File: src/rxfe_pkg.sv
// Package for the receiver front end configuration register bank.
// Assumes a 32-bit APB slave; registers are byte lanes 0 of aligned words.
`default_nettype none
package rxfe_pkg;
  // Register indices; the byte address on the bus is four times the index
  localparam logic [7:0] IDX_DEMOD_AGC   = 8'h0c;
  localparam logic [7:0] IDX_FIRST_GAIN  = 8'h0d;
  localparam logic [7:0] IDX_SECOND_GAIN = 8'h0e;
  localparam logic [7:0] IDX_SQUELCH_TIME = 8'h10;
  localparam logic [7:0] IDX_CONTROL     = 8'h11;
  localparam logic [7:0] IDX_STATUS      = 8'h12;
  // Reset values
  localparam logic [7:0] RST_DEMOD_AGC   = 8'h2c;
  localparam logic [7:0] RST_FIRST_GAIN  = 8'hd8;
  localparam logic [7:0] RST_SECOND_GAIN = 8'h00;
  localparam logic [7:0] RST_SQUELCH_TIME = 8'h00;
  // Field positions in the demodulator / gain control register
  localparam int BIT_DEMOD_MODE = 7;
  localparam int BIT_AMD_SEL    = 6;
  localparam int BIT_SQ_DYN     = 5;
  localparam int BIT_SQ_RATIO   = 4;
  localparam int BIT_AGC_EN     = 3;
  localparam int BIT_AGC_WIN    = 2;
  localparam int BIT_AGC_ALG    = 1;
  localparam int BIT_AGC_RATIO  = 0;
  // Field positions in the first-stage gain register
  localparam int BIT_LF_IN      = 1;
  localparam int BIT_LF_SPLIT   = 0;
  localparam int LSB_AM_G1      = 5;
  localparam int LSB_PM_G1      = 2;
  // Second-stage gain: AM upper nibble, PM lower nibble
  localparam int LSB_AM_G2      = 4;
  localparam int LSB_PM_G2      = 0;
  localparam logic [3:0] G2_MAX_CODE = 4'ha;
  // Control register bits
  localparam int BIT_GAIN_RELOAD = 0;
  // Squelch start delay after end of transmit
  localparam real SQ_DELAY_NS  = 18880.0;
  localparam real CLK_PERIOD_NS = 10.0;
  localparam int  SQ_DELAY_CYC = int'($ceil(SQ_DELAY_NS / CLK_PERIOD_NS));
  localparam logic [10:0] SQ_DELAY_CNT = 11'(SQ_DELAY_CYC);
  localparam logic [10:0] CNT_ONE   = 11'h001;
  localparam logic [10:0] CNT_ZERO  = 11'h000;
  typedef enum logic [1:0] {RXFE_SQ_IDLE, RXFE_SQ_WAIT, RXFE_SQ_ACTIVE} rxfe_sq_e;
endpackage
`default_nettype wire

File: src/rxfe_squelch.sv
// Squelch sequencer: delayed start after transmit end, stop on mask timer.
// Assumes tx_end is a one-cycle pulse and mask_timer counts in the same units as sq_time.
`default_nettype none
module rxfe_squelch
(
  input  wire logic       clk,
  input  wire logic       rst_n,
  input  wire logic       enable,
  input  wire logic       tx_end,
  input  wire logic [7:0] mask_timer,
  input  wire logic [7:0] sq_time,
  output logic            active
);
  rxfe_pkg::rxfe_sq_e state;
  rxfe_pkg::rxfe_sq_e next_state;
  logic [10:0]        cnt;
  logic [10:0]        next_cnt;
  wire                delay_done = (cnt == rxfe_pkg::CNT_ONE);
  wire                timer_hit  = (mask_timer >= sq_time);

  ////////////////////////////////////////////////////////////////////////
  // Next state; disabling drops squelch at once
  always_comb
  begin
    next_state = state;
    next_cnt   = cnt;
    unique case (state)
      rxfe_pkg::RXFE_SQ_IDLE:
      begin
        if (enable && tx_end)
        begin
          next_state = rxfe_pkg::RXFE_SQ_WAIT;
          next_cnt   = rxfe_pkg::SQ_DELAY_CNT;
        end
      end
      rxfe_pkg::RXFE_SQ_WAIT:
      begin
        next_cnt = cnt - rxfe_pkg::CNT_ONE;
        if (delay_done)
          next_state = rxfe_pkg::RXFE_SQ_ACTIVE;
      end
      rxfe_pkg::RXFE_SQ_ACTIVE:
      begin
        if (timer_hit)
          next_state = rxfe_pkg::RXFE_SQ_IDLE;
      end
    endcase
    if (!enable)
    begin
      next_state = rxfe_pkg::RXFE_SQ_IDLE;
      next_cnt   = rxfe_pkg::CNT_ZERO;
    end
  end

  // State registers
  always_ff @(posedge clk or negedge rst_n)
  begin
    if (!rst_n)
    begin
      state  <= rxfe_pkg::RXFE_SQ_IDLE;
      cnt    <= rxfe_pkg::CNT_ZERO;
      active <= 1'b0;
    end
    else
    begin
      state  <= next_state;
      cnt    <= next_cnt;
      active <= (next_state == rxfe_pkg::RXFE_SQ_ACTIVE);
    end
  end
endmodule
`default_nettype wire

File: src/rxfe_regs.sv
// Receiver front end configuration register bank with APB slave.
// Assumes the analog path samples the config outputs; tx_end is a one-cycle pulse.
`default_nettype none

module rxfe_regs
(
  input  wire logic        mclk,
  input  wire logic        resetn,
  input  wire logic        psel,
  input  wire logic        penable,
  input  wire logic        pwrite,
  input  wire logic [31:0] paddr,
  input  wire logic [31:0] pwdata,
  input  wire logic [3:0]  pstrb,
  output logic             pready,
  output logic [31:0]      prdata,
  output logic             pslverr,
  input  wire logic        tx_end,
  input  wire logic [7:0]  mask_timer,
  output logic             iq_demod_sel,
  output logic             am_mixer_sel,
  output logic             squelch_active,
  output logic             squelch_ratio_sel,
  output logic             gain_ctrl_enable,
  output logic             gain_ctrl_full_window,
  output logic             gain_ctrl_reset_alg,
  output logic             gain_ctrl_ratio_sel,
  output logic [2:0]       am_first_stage_gain,
  output logic [2:0]       pm_first_stage_gain,
  output logic             low_freq_input_sel,
  output logic             low_freq_split_sel,
  output logic [3:0]       am_second_stage_gain,
  output logic [3:0]       pm_second_stage_gain
);
  logic       rst_meta;
  logic       rst_n;
  logic [7:0] demod_agc;
  logic [7:0] first_gain;
  logic [7:0] second_gain;
  logic [7:0] squelch_time;
  logic       sq_act;

  ////////////////////////////////////////////////////////////////////////
  // Reset release through two flops; assertion stays asynchronous
  always_ff @(posedge mclk or negedge resetn)
  begin
    if (!resetn)
    begin
      rst_meta <= 1'b0;
      rst_n    <= 1'b0;
    end
    else
    begin
      rst_meta <= 1'b1;
      rst_n    <= rst_meta;
    end
  end

  ////////////////////////////////////////////////////////////////////////
  // APB decode; word index is the byte address over four
  wire [7:0] word_idx = paddr[9:2];
  wire       hi_zero  = (paddr[31:10] == 22'h000000) && (paddr[1:0] == 2'h0);
  wire       hit_da   = hi_zero && (word_idx == rxfe_pkg::IDX_DEMOD_AGC);
  wire       hit_fg   = hi_zero && (word_idx == rxfe_pkg::IDX_FIRST_GAIN);
  wire       hit_sg   = hi_zero && (word_idx == rxfe_pkg::IDX_SECOND_GAIN);
  wire       hit_st   = hi_zero && (word_idx == rxfe_pkg::IDX_SQUELCH_TIME);
  wire       hit_ct   = hi_zero && (word_idx == rxfe_pkg::IDX_CONTROL);
  wire       hit_ss   = hi_zero && (word_idx == rxfe_pkg::IDX_STATUS);
  wire       mapped   = hit_da | hit_fg | hit_sg | hit_st | hit_ct | hit_ss;
  // Access phase completes two cycles after penable rises, after one wait state
  wire       access   = psel && penable && !pready;
  wire       wr_ok    = access && pwrite && mapped && pstrb[0];
  wire       wr_da    = wr_ok && hit_da;
  wire       wr_fg    = wr_ok && hit_fg;
  wire       wr_sg    = wr_ok && hit_sg;
  wire       wr_st    = wr_ok && hit_st;
  // Reload command is a write of 1 to the control bit, self-clearing
  wire       reload   = wr_ok && hit_ct && pwdata[rxfe_pkg::BIT_GAIN_RELOAD];
  wire [7:0] status   = {4'h0, am_second_stage_gain != second_gain[7:4],
                         pm_second_stage_gain != second_gain[3:0], 1'b0, sq_act};
  wire [7:0] rd_byte  = hit_da ? demod_agc :
                        hit_fg ? first_gain :
                        hit_sg ? second_gain :
                        hit_st ? squelch_time :
                        hit_ss ? status : 8'h00;

  // Bus handshake flops; unmapped address answers with an error
  always_ff @(posedge mclk or negedge rst_n)
  begin
    if (!rst_n)
    begin
      pready  <= 1'b0;
      prdata  <= 32'h00000000;
      pslverr <= 1'b0;
    end
    else
    begin
      pready  <= access;
      pslverr <= access && !mapped;
      prdata  <= (access && !pwrite) ? {24'h000000, rd_byte} : 32'h00000000;
    end
  end

  ////////////////////////////////////////////////////////////////////////
  // Configuration storage; byte lane 0 only
  always_ff @(posedge mclk or negedge rst_n)
  begin
    if (!rst_n)
    begin
      demod_agc    <= rxfe_pkg::RST_DEMOD_AGC;
      first_gain   <= rxfe_pkg::RST_FIRST_GAIN;
      second_gain  <= rxfe_pkg::RST_SECOND_GAIN;
      squelch_time <= rxfe_pkg::RST_SQUELCH_TIME;
    end
    else
    begin
      if (wr_da)
        demod_agc <= pwdata[7:0];
      if (wr_fg)
        first_gain <= pwdata[7:0];
      if (wr_sg)
        second_gain <= pwdata[7:0]; // all codes stored as written
      if (wr_st)
        squelch_time <= pwdata[7:0];
    end
  end

  ////////////////////////////////////////////////////////////////////////
  // Working second-stage gain; a plain write leaves it alone
  always_ff @(posedge mclk or negedge rst_n)
  begin
    if (!rst_n)
    begin
      am_second_stage_gain <= rxfe_pkg::RST_SECOND_GAIN[7:4];
      pm_second_stage_gain <= rxfe_pkg::RST_SECOND_GAIN[3:0];
    end
    else if (reload)
    begin
      am_second_stage_gain <= second_gain[rxfe_pkg::LSB_AM_G2 +: 4];
      pm_second_stage_gain <= second_gain[rxfe_pkg::LSB_PM_G2 +: 4];
    end
  end

  ////////////////////////////////////////////////////////////////////////
  // Registered copies of the configuration fields for the analog path
  always_ff @(posedge mclk or negedge rst_n)
  begin
    if (!rst_n)
    begin
      iq_demod_sel          <= 1'b0;
      am_mixer_sel          <= 1'b0;
      squelch_ratio_sel     <= 1'b0;
      gain_ctrl_enable      <= 1'b1;
      gain_ctrl_full_window <= 1'b1;
      gain_ctrl_reset_alg   <= 1'b0;
      gain_ctrl_ratio_sel   <= 1'b0;
      am_first_stage_gain   <= rxfe_pkg::RST_FIRST_GAIN[7:5];
      pm_first_stage_gain   <= rxfe_pkg::RST_FIRST_GAIN[4:2];
      low_freq_input_sel    <= 1'b0;
      low_freq_split_sel    <= 1'b0;
      squelch_active        <= 1'b0;
    end
    else
    begin
      iq_demod_sel          <= demod_agc[rxfe_pkg::BIT_DEMOD_MODE];
      am_mixer_sel          <= demod_agc[rxfe_pkg::BIT_AMD_SEL];
      squelch_ratio_sel     <= demod_agc[rxfe_pkg::BIT_SQ_RATIO];
      gain_ctrl_enable      <= demod_agc[rxfe_pkg::BIT_AGC_EN];
      gain_ctrl_full_window <= demod_agc[rxfe_pkg::BIT_AGC_WIN];
      gain_ctrl_reset_alg   <= demod_agc[rxfe_pkg::BIT_AGC_ALG];
      gain_ctrl_ratio_sel   <= demod_agc[rxfe_pkg::BIT_AGC_RATIO];
      am_first_stage_gain   <= first_gain[rxfe_pkg::LSB_AM_G1 +: 3];
      pm_first_stage_gain   <= first_gain[rxfe_pkg::LSB_PM_G1 +: 3];
      low_freq_input_sel    <= first_gain[rxfe_pkg::BIT_LF_IN];
      low_freq_split_sel    <= first_gain[rxfe_pkg::BIT_LF_SPLIT];
      squelch_active        <= sq_act;
    end
  end

  ////////////////////////////////////////////////////////////////////////
  // Squelch timing sequencer
  rxfe_squelch u_squelch
  (
    .clk        (mclk),
    .rst_n      (rst_n),
    .enable     (demod_agc[rxfe_pkg::BIT_SQ_DYN]),
    .tx_end     (tx_end),
    .mask_timer (mask_timer),
    .sq_time    (squelch_time),
    .active     (sq_act)
  );
endmodule
`default_nettype wire

File: config.mk
export PLATFORM = sky130hd
export DESIGN_NAME = rxfe_regs
export DESIGN_NICKNAME = d
export VERILOG_FILES = /design/src/rxfe_pkg.sv /design/src/rxfe_squelch.sv /design/src/rxfe_regs.sv
export SDC_FILE = /design/constraint.sdc
export NUM_CORES = 1
export LEC_CHECK = 0
export BUFFER_PORTS_ARGS = -buffer_cell sky130_fd_sc_hd__buf_2
export CORE_MARGIN = 2
export CORE_UTILIZATION = 52
export CTS_BUF_LIST = sky130_fd_sc_hd__clkbuf_8
export CTS_CLUSTER_DIAMETER = 120
export DETAILED_ROUTE_END_ITERATION = 8
export GPL_ROUTABILITY_DRIVEN = 0
export PLACE_DENSITY = 0.81
export SKIP_LAST_GASP = 1
export SLEW_MARGIN = 10
export SYNTH_ARGS = -nofsm -noshare
export SYNTH_HDL_FRONTEND = slang
export SYNTH_SLANG_ARGS = --single-unit
File: constraint.sdc
create_clock -name mclk -period 3.2 [get_ports mclk]
set_input_delay 0.32 -clock mclk [delete_from_list [all_inputs] [get_ports mclk]]
set_output_delay 0.32 -clock mclk [all_outputs]
set_load 0.05 [all_outputs]
Word-level counts from Yosys, hierarchy flattened
Cells that the tools add are included.
Operators by class
  order comparisons: 1
  add/sub/neg operators: 1
  reduce and logical (&&, ||, !) cells: 28
  equality and inequality tests: 14
  multiplexer cells: 14
  bitwise operators: 5
Operators by type and width (count)
  $mux 8: 5
  $eq 8x4->1 const B: 3
  $eq 8x5->1 const B: 3
  $logic_not 22->1: 1
  $mux 11: 2
  $pmux 11 s2: 1
  $logic_and 1x1->1: 21
  $eq 11x1->1 const B: 1
  $sub 11x1->11 const B: 1
  $ge 8x8->1: 1
  $mux 2: 4
  $ne 4x4->1: 2
  $pmux 2 s3: 1
  $or 1x1->1: 5
  $eq 2x2->1 const B: 2
  $logic_not 2->1: 2
  $mux 4: 1
  $logic_not 1->1: 3
  $ne 3x1->1 const B: 1
  $ne 3x2->1 const B: 1
  $eq 2x1->1 const B: 1
  $reduce_and 2->1: 1
Storage, ports and cells
  output and inout bits: 58
  register bits after elaboration: 82
  word-level logic and storage cells: 89

Depth between registers and ports, before layout
  word-level depth: 12
  gate-level depth with buffers: 8
  mapped depth without buffers: 7

By module
From an unflattened synthesis, not the netlist that was laid out.
Second synthesis, totals
  cell total of the unflattened synthesis: 356
  area total of the unflattened synthesis: 4117.7 um2
By module, submodules not included
  rxfe_regs: times used 1, area each 3042.9 um2, cells an instance 236
  rxfe_squelch: times used 1, area each 1074.8 um2, cells an instance 120

Worst setup path before layout
OpenSTA, ideal clock, no wires.
  path type: flip-flop to flip-flop
  start: reg pready
  end: reg second_gain[0]
  cell stages (with the launch flop): 6
  library setup time: 0.125 ns
  period minus slack after synthesis: 2.517 ns
  setup slack: 0.683 ns
  data arrival time: 2.392 ns
  cell sequence: dfrtp_1 -> or2_2 -> or4_1 -> buf_6 -> nor4b_4 -> mux2_2
On the way
  word-level cells in the longest chain between the ends: 6
Ends and longest elaborated chain
  start, declared: line rxfe_regs.sv:15  | output logic pready,
  start signal, assigned: line rxfe_regs.sv:98  | pready <= access;
  $logic_not 1->1: line rxfe_regs.sv:71  | wire access = psel && penable && !pready;
  $logic_and 1x1->1: line rxfe_regs.sv:71
  $logic_and 1x1->1 (3 in series): line rxfe_regs.sv:72  | wire wr_ok = access && pwrite && mapped && pstrb[0];
  $logic_and 1x1->1: line rxfe_regs.sv:75  | wire wr_sg = wr_ok && hit_sg;
  end signal, assigned: line rxfe_regs.sv:112  | second_gain <= rxfe_pkg::RST_SECOND_GAIN;
  end signal, assigned: line rxfe_regs.sv:122  | second_gain <= pwdata[7:0];
  end, declared: line rxfe_regs.sv:39  | logic [7:0] second_gain;
Every way passes these cells.
A chain may end at the register's enable or synchronous reset.

Worst setup path after layout
  start: reg pready
  end: reg second_gain[6]
Same word-level chain as after synthesis.

==> run_results.csv <==
group,metric,value,unit
hold_path,holdPathStages,2,
logic_synthesis,syn_avg_cell_area,11.23,µm²
cts,h-tree-depth,3,
final_layout,fillers,621,
timing,worst_pin_slew,986.6,ps
timing,fin_crit,2561,ps
timing,final_hold_viol_count,0,
timing,period_share,0.8003,
detailed_routing,first_pass_iters,4,
final_layout,multi_input_area,1773,µm²
die,start_util,0.5299,
cts,cts.path.max_buffers,2,
timing,worst_slack,639.0,ps
cts,cts_setup_buffers,0,
worst_setup_path,cpMaxStageDelayCell,"or4_1",
flow_run,maxCapViolCount,0,
detailed_routing,ant_nets,0,
detailed_routing,num_vias,3039,
logic_synthesis,syn-cell-area,4053,µm²
power_and_ir_drop,leakage,2.420,nW
cts,cts-buffers-inserted,9,
logic_synthesis,synth-main-ff-cell,"dfrtp_1",
final_layout,area_growth_syn_to_layout,16.95,%
logic_synthesis,synth_area_leaders,"dfrtp_1, mux2_2, dfstp_2",
worst_setup_path,endpoint,"second_gain[6]$_DFFE_PN0P_",
place,dpl_cell_area,4511,µm²
logic_synthesis,synthMostInstantiatedCell,"dfrtp_1",
cts,cts.sinks,82,
final_layout,stdcell_area,4740,µm²
final_layout,antenna_cells_inserted,0,
die,die_x,92.28,µm
final_layout,drive_gt1_frac,0.3769,
die,floorplan.die.height,92.28,µm
worst_setup_path,worst_setup_path_start_kind,"flop",
worst_setup_path,worstPathArrival,2790,ps
detailed_routing,wirelength,9054,µm
cts,cts_tree,"built",
logic_synthesis,synth-edff-count,0,
die,fp.coreArea,7647,µm²
worst_setup_path,end_kind,"flop",
worst_setup_path,ff2ff_setup_slack,640,ps
hold_path,min_path_type,"in2reg",
grt,overflow,0,
timing,rsz0062_at_grt,"no",
power_and_ir_drop,switching_share,0.2424,
logic_synthesis,yosysWarnings,0,
logic_synthesis,synthTopCellsByCount,"dfrtp_1, mux2_2, buf_4",
power_and_ir_drop,p_comb_frac,0.077,
worst_setup_path,reg2reg_from,"pready$_DFF_PN0_",
detailed_routing,post_drt_via_cell_ratio,5.417,
grt,grt_pass1_wl,14320,µm
power_and_ir_drop,peakVddDrop,0.0002896,V
worst_setup_path,slowest_delay,710,ps
worst_setup_path,required,3430,ps
final_layout,layout.nets,549,
cts,ctsResizeCount,0,
timing,setup_viol,0,
timing,hold_slack,264.5,ps
final_layout,regArea,2072,µm²
logic_synthesis,synthDominantCellAreaShare,0.4261,
timing,slew_headroom,0.3423,
grt,track_usage,0.2211,
logic_synthesis,syn-instance-count,361,
die,ios,140,
power_and_ir_drop,seq_power_share,0.521,
cts,clkTransAtPathRegs,80,ps
place,dpl.hpwl,6521,µm
place,post-place-ws,387.3,ps
logic_synthesis,ys_async_sr_fraction,1.000,
power_and_ir_drop,clockPowerShare,0.402,
die,rows,32,
outcome,outcome,"finished, final reports clean",
grt,grt_pass1_vias,2936,
timing,clock_skew,7.405,ps
die,die-area,8516,µm²
logic_synthesis,yosys.area.top_type,"dfrtp_1",
worst_setup_path,rr_worst_depth,4,
timing,slew_viol_final,0,
logic_synthesis,ys_seq_area_frac,0.5103,
logic_synthesis,synth-seq-cells,82,
grt,antenna_found_initial,0,
power_and_ir_drop,p_per_area,428.2,nW/µm²
place,io_buffers,88,
worst_setup_path,reg2reg_to,"second_gain[6]$_DFFE_PN0P_",
worst_setup_path,crit_chain,"or2_2 -> or4_1 -> nor4b_4 -> mux2_2",
grt,grt_max_degree,81,
cts,cts_root_buffer,"clkbuf_8",
worst_setup_path,path_class,"reg2reg",
power_and_ir_drop,internal_power,1.537,mW
power_and_ir_drop,p_sw,0.4919,mW
worst_setup_path,startpoint,"pready$_DFF_PN0_",
cts,hold_buffers,1,
worst_setup_path,cp_max_fo,8,
detailed_routing,routedWlPerCell,16.14,µm
detailed_routing,initialDrtViolationCount,180,
timing,clock.fmax,0.3905,GHz
timing,fin_tns_setup,0,ps
cts,clock_latency,350,ps
detailed_routing,drc,0,
logic_synthesis,synth_cell_types,55,
per-stage QoR:
stage          power (mW)  cells    util
5_1_grt             2.109    561  0.6198
2_1_floorplan       1.198    384       -
3_5_place_dp        1.233    544  0.5898
3_3_place_gp        1.230    544  0.5898
6_report            2.029    561  0.6198
4_1_cts             2.038    561  0.6198
worst min-delay path by stage:
| stage | start | end | slack, ps |
|---|---|---|---|
| 2_1_floorplan | resetn | rst_meta$_DFF_PN0_ | 20 |
| 4_1_cts | pwdata[7] | second_gain[7]$_DFFE_PN0P_ | 250 |
| 5_1_grt | pwdata[7] | squelch_time[7]$_DFFE_PN0P_ | 260 |
| 6_report | pwdata[7] | squelch_time[7]$_DFFE_PN0P_ | 260 |
| 3_5_place_dp | resetn | rst_meta$_DFF_PN0_ | 110 |
| 3_3_place_gp | resetn | rst_meta$_DFF_PN0_ | 110 |
state kept, by name, summed over array words and instances, names as in the netlist, 2 cells and up:
| name | flops |
|---|---|
| u_squelch.cnt | 11 |
| demod_agc | 8 |
| first_gain | 8 |
| prdata | 8 |
| second_gain | 8 |
| squelch_time | 8 |
| am_second_stage_gain | 4 |
| pm_second_stage_gain | 4 |
| am_first_stage_gain | 3 |
| pm_first_stage_gain | 3 |
| u_squelch.state | 2 |
cells in the final DEF (no fill, tap or decap), types with 2 or more instances in the layout:
| master | n |
|---|---|
| a211oi_1 | 3 |
| a21oi_1 | 11 |
| a22oi_1 | 6 |
| a31oi_1 | 3 |
| and2_1 | 3 |
| and3_1 | 3 |
| buf_2 | 88 |
| buf_4 | 3 |
| bufinv_16 | 2 |
| clkbuf_8 | 10 |
| clkinv_2 | 2 |
| conb_1 | 25 |
| dfrtp_1 | 68 |
| dfstp_2 | 13 |
| ha_1 | 13 |
| inv_1 | 21 |
| mux2_2 | 40 |
| mux2i_1 | 4 |
| nand2_1 | 20 |
| nand2b_1 | 2 |
| nand3_1 | 6 |
| nand3b_1 | 2 |
| nand4_1 | 2 |
| nor2_1 | 21 |
| nor2_2 | 3 |
| nor2b_1 | 13 |
| nor3_1 | 8 |
| nor4_1 | 10 |
| nor4b_1 | 3 |
| o211a_1 | 2 |
| o21ai_0 | 8 |
| o221a_2 | 3 |
| o22ai_1 | 4 |
| or2_2 | 2 |
| or3_1 | 2 |
| xor2_1 | 8 |
layer usage:
metal / wire length [µm] / vias up / global-route usage
met5: 0 / - / 0
met4: 187 / 0 / 0.09701
met3: 542 / 12 / 0.03287
met2: 4529 / 134 / 0.3732
met1: 3794 / 1480 / 0.2835
li1: - / 1413 / -
power groups by stage:
| stage | sequential [mW] | combinational [mW] | clock (mW) |
|---|---|---|---|
| after floorplan | 1.08 | 0.119 | 0 |
| after global placement | 1.08 | 0.151 | 0 |
| after detailed placement | 1.08 | 0.154 | 0 |
| after CTS | 1.06 | 0.155 | 0.824 |
| after global routing | 1.06 | 0.168 | 0.880 |
| final | 1.06 | 0.157 | 0.815 |
critical path, delay by kind of cell (launching register included):
kind | cells | cell delay, ps
flops | 1 | 380
mux | 1 | 420
simple gates | 3 | 1640
cell families after synthesis:
| kind of cell | synth area share |
|---|---|
| fa+ha+maj | 0.04014 |
| mux | 0.1210 |
| other cells | 0.001853 |
| xor+xnor | 0.01729 |
| buf+inv | 0.07348 |
| flops | 0.5103 |
| compound gates | 0.09232 |
| simple gates | 0.1436 |
final cells by class:
cell class	count	area share
multi-input cells	249	0.3741
inverters	20	0.01584
repair buffers	92	0.09979
clock inverters	6	0.01716
flip-flops and latches	82	0.4372
clock buffers	10	0.02904
well taps	102	0.02693
Power figures use the tool's default switching activity.
